File: config.mk
export PLATFORM = sky130hd
export DESIGN_NAME = luc_top
export DESIGN_NICKNAME = d
export VERILOG_FILES = /design/src/luc_pkg.sv /design/src/luc_top.sv /design/src/luc_cfg_decode.sv
export SDC_FILE = /design/constraint.sdc
export NUM_CORES = 1
export LEC_CHECK = 0
export BUFFER_PORTS_ARGS = -buffer_cell sky130_fd_sc_hd__buf_2
export CORE_ASPECT_RATIO = 0.8
export CORE_MARGIN = 5
export CORE_UTILIZATION = 53
export DETAILED_ROUTE_END_ITERATION = 10
export GPL_TIMING_DRIVEN = 0
export PLACE_DENSITY = 0.83
export SLEW_MARGIN = 20
export SYNTH_ARGS = -nofsm -noshare
export SYNTH_HDL_FRONTEND = slang
export SYNTH_SLANG_ARGS = --single-unit
File: constraint.sdc
create_clock -name ref_clk_i -period 3.1 [get_ports ref_clk_i]
set_clock_uncertainty 0.2 [all_clocks]
set_input_delay 0.465 -clock ref_clk_i [delete_from_list [all_inputs] [get_ports ref_clk_i]]
set_output_delay 0.465 -clock ref_clk_i [all_outputs]
set_load 0.005 [all_outputs]
File: src/luc_pkg.sv
// Purpose: constants and carrier types of the link control/status block
// Assumes: AXI4-Lite, 32-bit data, one register per aligned word
// Notes: printed offsets are not multiples of four, so byte address = 4 * index
// Summary of operation
// - writing one to soft reset resets controller; bit self-clears when done
// - protocol version bit zero selects LIN 2.1, one selects LIN 1.3
// - LIN config field: standard, no checksum/timeout, no timeout, listen
// - UART config field: 8N1, even parity, odd parity, listen 8N1
// - enable bit turns controller on; commands act only while enabled
// - command 000 receive header/abort, 001 tx header, 010 rx, 011 tx response
// - top command bit selects UART; 100 off, 11x rx enable, 1x1 tx enable
// - special id status reads 0xx normally, 100..111 for identifiers 60..63
// - activity flag reads one while receiving or transmitting
// - error summary is OR of error flags; interrupts when enabled
// - writing one to error summary clears all error flags together
// - in UART mode reading the data register clears the error summary
// - header done set on id received or header sent; irq; write one clears
// - transmit done set on tx response end; irq; w1c; UART data write clears
// - receive done set on rx response end; irq; w1c; UART data write clears
// - interrupt enable holds error, header, transmit, receive bits 3..0, reset 0
// - error bits 6 timeout, 5 overrun, 4 framing, 3 sync; cleared with summary
// - bit 7 records abort command while busy; cleared with summary
// - error bits 2 id parity, 1 checksum, 0 bit error; cleared with summary
// - overrun on non-abort command while busy, or UART byte overwrite
// - after an error event from the engine in LIN mode the command field returns to 000
package luc_pkg;
    localparam logic [7:0] IDX_CONTROL = 8'hC8;
    localparam logic [7:0] IDX_STATUS = 8'hC9;
    localparam logic [7:0] IDX_IRQ_EN = 8'hCA;
    localparam logic [7:0] IDX_ERRORS = 8'hCB;
    localparam logic [7:0] IDX_DATA = 8'hD2;
    localparam logic [7:0] IDX_EVENTS = 8'hE0;
    localparam int ADDR_W = 12;
    localparam logic [7:0] CTRL_RESET = 8'h00;
    localparam int CTRL_SWRES = 7;
    localparam int CTRL_VER = 6;
    localparam int CTRL_ENA = 3;
    localparam int ST_BUSY = 4;
    localparam int ST_ERR = 3;
    localparam int ST_HDR = 2;
    localparam int ST_TX = 1;
    localparam int ST_RX = 0;
    localparam logic [2:0] CMD_RX_HDR = 3'h0;
    localparam logic [2:0] CMD_TX_HDR = 3'h1;
    localparam logic [2:0] CMD_RX_RSP = 3'h2;
    localparam logic [2:0] CMD_TX_RSP = 3'h3;
    localparam logic [2:0] CMD_UART_OFF = 3'h4;
    localparam logic [1:0] AXI_OKAY = 2'h0;
    localparam logic [1:0] AXI_SLVERR = 2'h2;
    localparam int SWRES_CYCLES = 2;
    typedef enum logic [1:0] {LUC_IDLE, LUC_RESET, LUC_RUN} luc_phase_e;
    typedef struct packed {
        logic sw_reset;
        logic ver13;
        logic [1:0] conf;
        logic enable;
        logic [2:0] cmd;
    } luc_ctrl_s;
    typedef struct packed {
        logic abort_warning_flag;
        logic frame_timeout_flag;
        logic overrun_flag;
        logic framing_flag;
        logic sync_fault_flag;
        logic id_parity_flag;
        logic checksum_fault_flag;
        logic bit_fault_flag;
    } luc_err_s;
    // events reported by the serial engine, one-cycle pulses
    typedef struct packed {
        logic header_done;
        logic tx_done;
        logic rx_done;
        logic byte_overwrite;
        luc_err_s errs;
    } luc_evt_s;
    // decoded configuration for the serial engine
    typedef struct packed {
        logic uart_mode;
        logic checksum_on;
        logic timeout_on;
        logic listen;
        logic parity_on;
        logic parity_odd;
        logic rx_enable;
        logic tx_enable;
    } luc_cfg_s;
endpackage

File: src/luc_top.sv
// Purpose: control, status and error registers of a LIN/UART controller
// Assumes: serial engine outside; events arrive as one-cycle pulses on ref_clk_i
// Notes: registers on AXI4-Lite at byte address 4 * index
//
// Our own choice: register access over AXI4-Lite.
`timescale 1ns/1ps
`default_nettype none
module luc_top (
    input wire logic ref_clk_i,
    input wire logic rst_b_i,
    input wire logic clk_en_i,
    input wire logic [luc_pkg::ADDR_W-1:0] s_axi_awaddr,
    input wire logic s_axi_awvalid,
    output logic s_axi_awready,
    input wire logic [31:0] s_axi_wdata,
    input wire logic [3:0] s_axi_wstrb,
    input wire logic s_axi_wvalid,
    output logic s_axi_wready,
    output logic [1:0] s_axi_bresp,
    output logic s_axi_bvalid,
    input wire logic s_axi_bready,
    input wire logic [luc_pkg::ADDR_W-1:0] s_axi_araddr,
    input wire logic s_axi_arvalid,
    output logic s_axi_arready,
    output logic [31:0] s_axi_rdata,
    output logic [1:0] s_axi_rresp,
    output logic s_axi_rvalid,
    input wire logic s_axi_rready,
    input wire luc_pkg::luc_evt_s evt_i,
    input wire logic engine_busy_i,
    input wire logic [5:0] header_id_i,
    input wire logic [7:0] rx_data_i,
    output luc_pkg::luc_cfg_s cfg_o,
    output logic protocol_version_select_o,
    output logic engine_reset_o,
    output logic cmd_strobe_o,
    output logic [2:0] command_field_o,
    output logic [7:0] tx_data_o,
    output logic tx_data_strobe_o,
    output logic rx_data_read_o,
    output logic irq_o
);
    // ------------------------------------------------------------
    // state
    // ------------------------------------------------------------
    typedef struct packed {
        luc_pkg::luc_ctrl_s ctrl;
        logic [2:0] id_status;
        logic hdr;
        logic tx;
        logic rx;
        logic [3:0] irq_en;
        luc_pkg::luc_err_s err;
        luc_pkg::luc_phase_e phase;
        logic [1:0] rst_cnt;
        logic aw_full;
        logic [luc_pkg::ADDR_W-1:0] aw_addr;
        logic w_full;
        logic [31:0] w_data;
        logic [3:0] w_strb;
        logic bvalid;
        logic [1:0] bresp;
        logic rvalid;
        logic [31:0] rdata;
        logic [1:0] rresp;
        logic cmd_strobe;
        logic [7:0] tx_data;
        logic tx_strobe;
        logic rd_strobe;
    } luc_state_s;

    luc_state_s st;
    luc_state_s next_st;
    luc_pkg::luc_ctrl_s wr_ctrl;

    // ------------------------------------------------------------
    // helpers
    // ------------------------------------------------------------
    function automatic logic [7:0] word_index(input logic [luc_pkg::ADDR_W-1:0] a);
        word_index = a[9:2];
    endfunction

    function automatic logic [2:0] special_id(input logic [5:0] id);
        special_id = (id[5:2] == 4'hF) ? {1'b1, id[1:0]} : 3'h0;
    endfunction

    function automatic logic mapped(input logic [luc_pkg::ADDR_W-1:0] a);
        logic [7:0] i;
        i = word_index(a);
        mapped = (a[luc_pkg::ADDR_W-1:10] == '0) &&
            ((i == luc_pkg::IDX_CONTROL) || (i == luc_pkg::IDX_STATUS) ||
             (i == luc_pkg::IDX_IRQ_EN) || (i == luc_pkg::IDX_ERRORS) ||
             (i == luc_pkg::IDX_DATA));
    endfunction

    luc_cfg_decode u_decode (
        .ctrl_i(st.ctrl),
        .cfg_o(cfg_o)
    );

    // ------------------------------------------------------------
    // next state
    // ------------------------------------------------------------
    always_comb begin
        logic wr_go;
        logic rd_go;
        logic [7:0] widx;
        logic [7:0] ridx;
        logic [7:0] wb;
        logic wr_lane;
        logic err_clr;
        logic in_uart;
        logic [7:0] rb;
        logic cmd_ok;
        logic swres_req;
        wr_go = 1'b0;
        rd_go = 1'b0;
        widx = 8'h00;
        ridx = 8'h00;
        wb = 8'h00;
        wr_lane = 1'b0;
        err_clr = 1'b0;
        in_uart = st.ctrl.cmd[2];
        rb = 8'h00;
        cmd_ok = 1'b0;
        swres_req = 1'b0;
        wr_ctrl = st.ctrl;
        next_st = st;
        next_st.cmd_strobe = 1'b0;
        next_st.tx_strobe = 1'b0;
        next_st.rd_strobe = 1'b0;

        // ------------------------------------------------------------
        // bus channel capture
        // ------------------------------------------------------------
        if (s_axi_awvalid && !st.aw_full) begin
            next_st.aw_full = 1'b1;
            next_st.aw_addr = s_axi_awaddr;
        end
        if (s_axi_wvalid && !st.w_full) begin
            next_st.w_full = 1'b1;
            next_st.w_data = s_axi_wdata;
            next_st.w_strb = s_axi_wstrb;
        end
        if (st.bvalid && s_axi_bready) begin
            next_st.bvalid = 1'b0;
        end
        if (st.rvalid && s_axi_rready) begin
            next_st.rvalid = 1'b0;
        end
        wr_go = st.aw_full && st.w_full && !st.bvalid;
        rd_go = s_axi_arvalid && !st.rvalid;
        widx = word_index(st.aw_addr);
        ridx = word_index(s_axi_araddr);
        wb = st.w_data[7:0];
        wr_lane = st.w_strb[0];

        // ------------------------------------------------------------
        // register write
        // ------------------------------------------------------------
        if (wr_go) begin
            next_st.aw_full = 1'b0;
            next_st.w_full = 1'b0;
            next_st.bvalid = 1'b1;
            next_st.bresp = mapped(st.aw_addr) ? luc_pkg::AXI_OKAY : luc_pkg::AXI_SLVERR;
            // only byte lane 0 carries register data
            if (mapped(st.aw_addr) && wr_lane) begin
                case (widx)
                    luc_pkg::IDX_CONTROL: begin
                        wr_ctrl = wb;
                        next_st.ctrl.ver13 = wb[luc_pkg::CTRL_VER];
                        next_st.ctrl.conf = wr_ctrl.conf;
                        next_st.ctrl.enable = wr_ctrl.enable;
                        if (wr_ctrl.sw_reset) begin
                            next_st.ctrl.sw_reset = 1'b1;
                            swres_req = 1'b1;
                        end
                        // no command starts alongside a soft reset
                        cmd_ok = wr_ctrl.enable && !wr_ctrl.sw_reset &&
                            (st.phase != luc_pkg::LUC_RESET);
                        if (cmd_ok) begin
                            next_st.ctrl.cmd = wr_ctrl.cmd;
                            next_st.cmd_strobe = 1'b1;
                            if (engine_busy_i && wr_ctrl.cmd != luc_pkg::CMD_RX_HDR) begin
                                next_st.err.overrun_flag = 1'b1;
                            end
                            if (engine_busy_i && wr_ctrl.cmd == luc_pkg::CMD_RX_HDR) begin
                                next_st.err.abort_warning_flag = 1'b1;
                            end
                        end
                    end
                    luc_pkg::IDX_STATUS: begin
                        if (wb[luc_pkg::ST_ERR]) begin
                            err_clr = 1'b1;
                        end
                        if (wb[luc_pkg::ST_HDR]) begin
                            next_st.hdr = 1'b0;
                        end
                        if (wb[luc_pkg::ST_TX]) begin
                            next_st.tx = 1'b0;
                        end
                        if (wb[luc_pkg::ST_RX]) begin
                            next_st.rx = 1'b0;
                        end
                    end
                    luc_pkg::IDX_IRQ_EN: begin
                        next_st.irq_en = wb[3:0];
                    end
                    luc_pkg::IDX_DATA: begin
                        next_st.tx_data = wb;
                        next_st.tx_strobe = 1'b1;
                        if (in_uart) begin
                            next_st.tx = 1'b0;
                            next_st.rx = 1'b0;
                        end
                    end
                    default: begin
                    end
                endcase
            end
        end

        // ------------------------------------------------------------
        // read path
        // ------------------------------------------------------------
        if (rd_go) begin
            next_st.rvalid = 1'b1;
            next_st.rresp = mapped(s_axi_araddr) ? luc_pkg::AXI_OKAY : luc_pkg::AXI_SLVERR;
            case (ridx)
                luc_pkg::IDX_CONTROL: rb = st.ctrl;
                luc_pkg::IDX_STATUS: begin
                    rb = {st.id_status, engine_busy_i, |st.err, st.hdr, st.tx, st.rx};
                end
                luc_pkg::IDX_IRQ_EN: rb = {4'h0, st.irq_en};
                luc_pkg::IDX_ERRORS: rb = st.err;
                luc_pkg::IDX_DATA: begin
                    rb = rx_data_i;
                    next_st.rd_strobe = 1'b1;
                    if (in_uart) begin
                        err_clr = 1'b1;
                    end
                end
                default: rb = 8'h00;
            endcase
            if (!mapped(s_axi_araddr)) begin
                rb = 8'h00;
            end
            next_st.rdata = {24'h000000, rb};
        end

        // ------------------------------------------------------------
        // flag updates
        // ------------------------------------------------------------
        if (err_clr) begin
            // flags raised by a command in this cycle survive the clear
            next_st.err = next_st.err & ~st.err;
        end
        // engine events win over a same-cycle clear
        next_st.err = next_st.err | evt_i.errs;
        if (in_uart && evt_i.byte_overwrite) begin
            next_st.err.overrun_flag = 1'b1;
        end
        if (evt_i.header_done) begin
            next_st.hdr = 1'b1;
            next_st.id_status = special_id(header_id_i);
        end
        if (evt_i.tx_done) begin
            next_st.tx = 1'b1;
        end
        if (evt_i.rx_done) begin
            next_st.rx = 1'b1;
        end
        if (|evt_i.errs && !in_uart) begin
            next_st.ctrl.cmd = luc_pkg::CMD_RX_HDR;
        end

        // ------------------------------------------------------------
        // soft reset sequencer
        // ------------------------------------------------------------
        case (st.phase)
            luc_pkg::LUC_IDLE: begin
                if (next_st.ctrl.sw_reset) begin
                    next_st.phase = luc_pkg::LUC_RESET;
                    next_st.rst_cnt = 2'(luc_pkg::SWRES_CYCLES);
                end
            end
            luc_pkg::LUC_RESET: begin
                next_st.ctrl = luc_pkg::CTRL_RESET;
                next_st.ctrl.sw_reset = 1'b1;
                next_st.hdr = 1'b0;
                next_st.tx = 1'b0;
                next_st.rx = 1'b0;
                next_st.err = '0;
                next_st.id_status = 3'h0;
                next_st.irq_en = 4'h0;
                next_st.rst_cnt = st.rst_cnt - 2'h1;
                if (st.rst_cnt == 2'h1) begin
                    next_st.phase = luc_pkg::LUC_RUN;
                end
            end
            luc_pkg::LUC_RUN: begin
                // a request written in this cycle restarts the sequence
                next_st.ctrl.sw_reset = swres_req;
                next_st.phase = luc_pkg::LUC_IDLE;
            end
            default: next_st.phase = luc_pkg::LUC_IDLE;
        endcase
    end

    // ------------------------------------------------------------
    // registers
    // ------------------------------------------------------------
    always_ff @(posedge ref_clk_i or negedge rst_b_i) begin
        if (!rst_b_i) begin
            st <= '0;
        end else if (clk_en_i) begin
            // all state freezes while the clock enable is low
            st <= next_st;
        end
    end

    // ------------------------------------------------------------
    // outputs
    // ------------------------------------------------------------
    // a write channel is ready while its capture register is empty; read address while no read data is pending
    assign s_axi_awready = !st.aw_full;
    assign s_axi_wready = !st.w_full;
    assign s_axi_bvalid = st.bvalid;
    assign s_axi_bresp = st.bresp;
    assign s_axi_arready = !st.rvalid;
    assign s_axi_rvalid = st.rvalid;
    assign s_axi_rdata = st.rdata;
    assign s_axi_rresp = st.rresp;
    assign protocol_version_select_o = st.ctrl.ver13;
    // engine held in reset during a soft reset or while disabled
    assign engine_reset_o = (st.phase == luc_pkg::LUC_RESET) || !st.ctrl.enable;
    assign cmd_strobe_o = st.cmd_strobe;
    assign command_field_o = st.ctrl.cmd;
    assign tx_data_o = st.tx_data;
    assign tx_data_strobe_o = st.tx_strobe;
    assign rx_data_read_o = st.rd_strobe;
    assign irq_o = (st.irq_en[3] && |st.err) || (st.irq_en[2] && st.hdr) ||
        (st.irq_en[1] && st.tx) || (st.irq_en[0] && st.rx);
endmodule // luc_top
`default_nettype wire

File: src/luc_cfg_decode.sv
// Purpose: decode control fields into engine settings
// Assumes: pure combinational, same clock domain as caller
// Notes: none
`timescale 1ns/1ps
`default_nettype none
module luc_cfg_decode (
    input wire luc_pkg::luc_ctrl_s ctrl_i,
    output luc_pkg::luc_cfg_s cfg_o
);
    always_comb begin
        cfg_o = '0;
        cfg_o.uart_mode = ctrl_i.cmd[2];
        if (ctrl_i.cmd[2]) begin
            cfg_o.parity_on = (ctrl_i.conf == 2'h1) || (ctrl_i.conf == 2'h2);
            cfg_o.parity_odd = (ctrl_i.conf == 2'h2);
            cfg_o.listen = (ctrl_i.conf == 2'h3);
            cfg_o.rx_enable = ctrl_i.enable && ctrl_i.cmd[1];
            cfg_o.tx_enable = ctrl_i.enable && ctrl_i.cmd[0];
        end else begin
            cfg_o.checksum_on = (ctrl_i.conf != 2'h1);
            cfg_o.timeout_on = (ctrl_i.conf == 2'h0) || (ctrl_i.conf == 2'h3);
            cfg_o.listen = (ctrl_i.conf == 2'h3);
        end
    end
endmodule // luc_cfg_decode
`default_nettype wire

==> qor.csv <==
metric;value;unit
status;finished, final reports clean;
Multi-input gate area;0.00180;sq mm
Worst VDD drop;0.000500;V
Clk Tree Root Cell;clkbuf_8;
Vias/cell;5.48;
min Tclk post-route;2.38;ns
drt first-iter violations;238;
Worst-Margin Slew;0.826;ns
boundary pin count;161;
pre-CTS WS;0.649;ns
Reg area;0.00185;sq mm
Slew Limit Fails;0;
clk buf depth;2;
WL/cell;16.9;microns
row count;28;
# DRC;0;
Synth top cells by count;dfrtp_1 (74), buf_4 (50), mux2_2 (37);
Filler Cell Count;600;
vias after detailed routing;3345;
Peak Freq;0.420;GHz
First-pass DRT Iterations;6;
FFs w/ async S/R, synth;100;%
Clock transition at path regs;0.08;ns
critical path class;flip-flop to flip-flop;
Synth top area share;46.2;%
Core Footprint;0.00739;sq mm
CP Launch Point;st[102]$_DFFE_PN0P_;
Ant. Diodes;0;
fin worst setup slack;0.719;ns
die area;0.00941;sq mm
r2r setup slk;0.72;ns
PortBufs;101;
Die H;87.8;microns
count of endpoints failing setup in the final report;0;
synthesized area;0.00401;sq mm
Avg Synthesized Cell Area;11.1;sq um
crit path max fanout;8;
Cell variety after synth;56;
Initial Utilization;54.2;%
largest net degree at the start of global routing;44;
path depth of the worst reg2reg path;7;
area delta synth->final;23.8;%
DRT Wirelength;10300;microns
Max transition margin;44.2;%
first-pass GRT wire length;16700;microns
Synth area leader;dfrtp_1;
layout cells sized above 1;44.8;%
chip width;107;microns
Overall Global Routing Usage;22.6;%
R2R Path Start;st[102]$_DFFE_PN0P_;
post-CTS setup buffer count;0;
Synth Warn #;0;
Final ANT Viol Nets;0;
crit path DAT;2.47;ns
LEAKAGE;0.00254;uW
Top FF cell, synth;dfrtp_1;
initial antenna violation count;0;
clock sink total;74;
max cap viols;0;
total negative slack;0;ns
CP endpoint kind;flip-flop;
Placer Congestion;0.919;
kind of start point of the critical path;flip-flop;
CTS buffer count;9;
#FFs+latches synth;74;
most frequent cell after synthesis;dfrtp_1;
Worst-Skew Late Latency;0.34;ns
end point of the critical path;st[110]$_DFFE_PN0P_;
CP Data Required Time;3.19;ns
RSZ-0062 raised after global routing;false;
top cells by area, synth;dfrtp_1 (46%), mux2_2 (10%), buf_4 (9.4%);
Critical R2R Capture;st[110]$_DFFE_PN0P_;
htree depth;3;
Fin. Hold Viols;0;
HPWL after detailed placement;7980;microns
Tcrit/Tclk final;76.8;%
post-synthesis sequential area ratio;46.2;%
Final #Nets;603;
CTS tree;built;
Worst Hold Class;input port to flip-flop;
Post-Syn Instances;362;
total gr overflow;0;
Worst Hold Launch;evt_i[10];
number of global-route vias before repair;3392;
number of enable flip-flop cells after synthesis;0;
PD cells;639;mW/mm^2
-- registers in the layout, indices dropped and copies added, names as in the netlist --
name,cells
st,47
s_axi_rdata,8
tx_data_o,8
command_field_o,3
cmd_strobe_o,1
protocol_version_select_o,1
rx_data_read_o,1
s_axi_bresp,1
s_axi_bvalid,1
s_axi_rresp,1
s_axi_rvalid,1
tx_data_strobe_o,1
-- how the worst min path moves through the flow --
stage | end | slack, ns | cells past startpoint
detailed placement | st[105]$_DFFE_PN0P_ | 0.23 | 1
global route | st[54]$_DFFE_PN0P_ | 0.13 | 2
global placement | st[120]$_DFFE_PN0P_ | 0.26 | 1
finish | st[116]$_DFFE_PN0P_ | 0.14 | 3
floorplan | cmd_strobe_o$_DFFE_PN0P_ | -0.03 | 0
CTS | st[119]$_DFFE_PN0P_ | 0.13 | 2
-- metrics by stage --
stage | utilization, % | hold slack, ns | instance area, sq um | instances | total power [uW]
after floorplan | - | -0.0306 | 4100 | 387 | 2100
after global placement | 64.1 | 0.258 | 4740 | 593 | 2380
after detailed placement | 64.4 | 0.231 | 4760 | 594 | 2440
after CTS | 67.2 | 0.129 | 4960 | 610 | 3180
after global routing | 67.2 | 0.128 | 4960 | 610 | 3380
final | 67.2 | 0.138 | 4960 | 610 | 3170
-- critical path, stage by stage, from the launching register on --
cell	delay (ns)
dfrtp_1	0.37
inv_1	0.07
ha_1	0.21
inv_1	0.19
nor2_1	0.15
a31o_2	0.25
a41oi_1	0.64
o22a_1	0.26
-- cell families after synthesis --
| group | count (synthesis) | synth area share [%] |
|---|---|---|
| flops | 74 | 46.2 |
| buf+inv | 70 | 11.3 |
| mux | 38 | 10.6 |
| compound gates | 79 | 14.9 |
| fa+ha+maj | 7 | 2.18 |
| other cells | 1 | 0.0935 |
| simple gates | 93 | 14.7 |
-- where the power goes --
part	internal [uW]	switching [uW]	leakage, uW
Sequential	1220	283	0.000934
Clock	386	351	0.0000941
Combinational	476	458	0.00152
Total	2080	1090	0.00254
-- final cells by class --
class	count	share of cell area [%]
buffer	58	8.22
clock buffer	10	2.77
clock inverter	5	1.11
inverter	12	0.907
multi-input combinational	243	36.2
sequential	74	37.3
tap	105	2.65
timing repair buffer	103	10.8
-- layer usage --
metal	share of wire, %	vias up	GRT usage (%)
li1	-	1534	-
met2	45	206	35.3
met3	11	24	5.31
met1	42	1581	31.0
met5	0	-	0
met4	2.4	0	8.13
-- cells in the final DEF (no fill, tap or decap), types with 3 or more instances in the layout --
| cell type | synthesis | routed |
|---|---|---|
| clkbuf_8 | 0 | 10 |
| nor2_1 | 9 | 9 |
| ha_1 | 7 | 7 |
| nand3_1 | 7 | 7 |
| and3_1 | 5 | 5 |
| a222oi_1 | 6 | 6 |
| buf_4 | 50 | 51 |
| dfrtp_1 | 74 | 74 |
| a21o_1 | 3 | 3 |
| and4bb_2 | 4 | 4 |
| inv_1 | 11 | 11 |
| buf_2 | 2 | 102 |
| nor4_1 | 4 | 4 |
| a22o_1 | 24 | 24 |
| o22a_1 | 3 | 3 |
| nor3_1 | 5 | 5 |
| nor2b_1 | 4 | 4 |
| o211ai_1 | 3 | 3 |
| clkbuf_1 | 6 | 6 |
| a31o_2 | 4 | 4 |
| nand2_1 | 30 | 30 |
| a21oi_1 | 8 | 8 |
| mux2_2 | 37 | 37 |
| and2_1 | 3 | 3 |
| o21ai_0 | 15 | 15 |
| conb_1 | 1 | 26 |
-- repair_timing --
action | 4_1_cts | 5_1_grt
endpoints found under the hold margin | 31 | 0
hold buffers | 1 | 0
resized for setup | 0 | 0
Power figures use the tool's default switching activity.
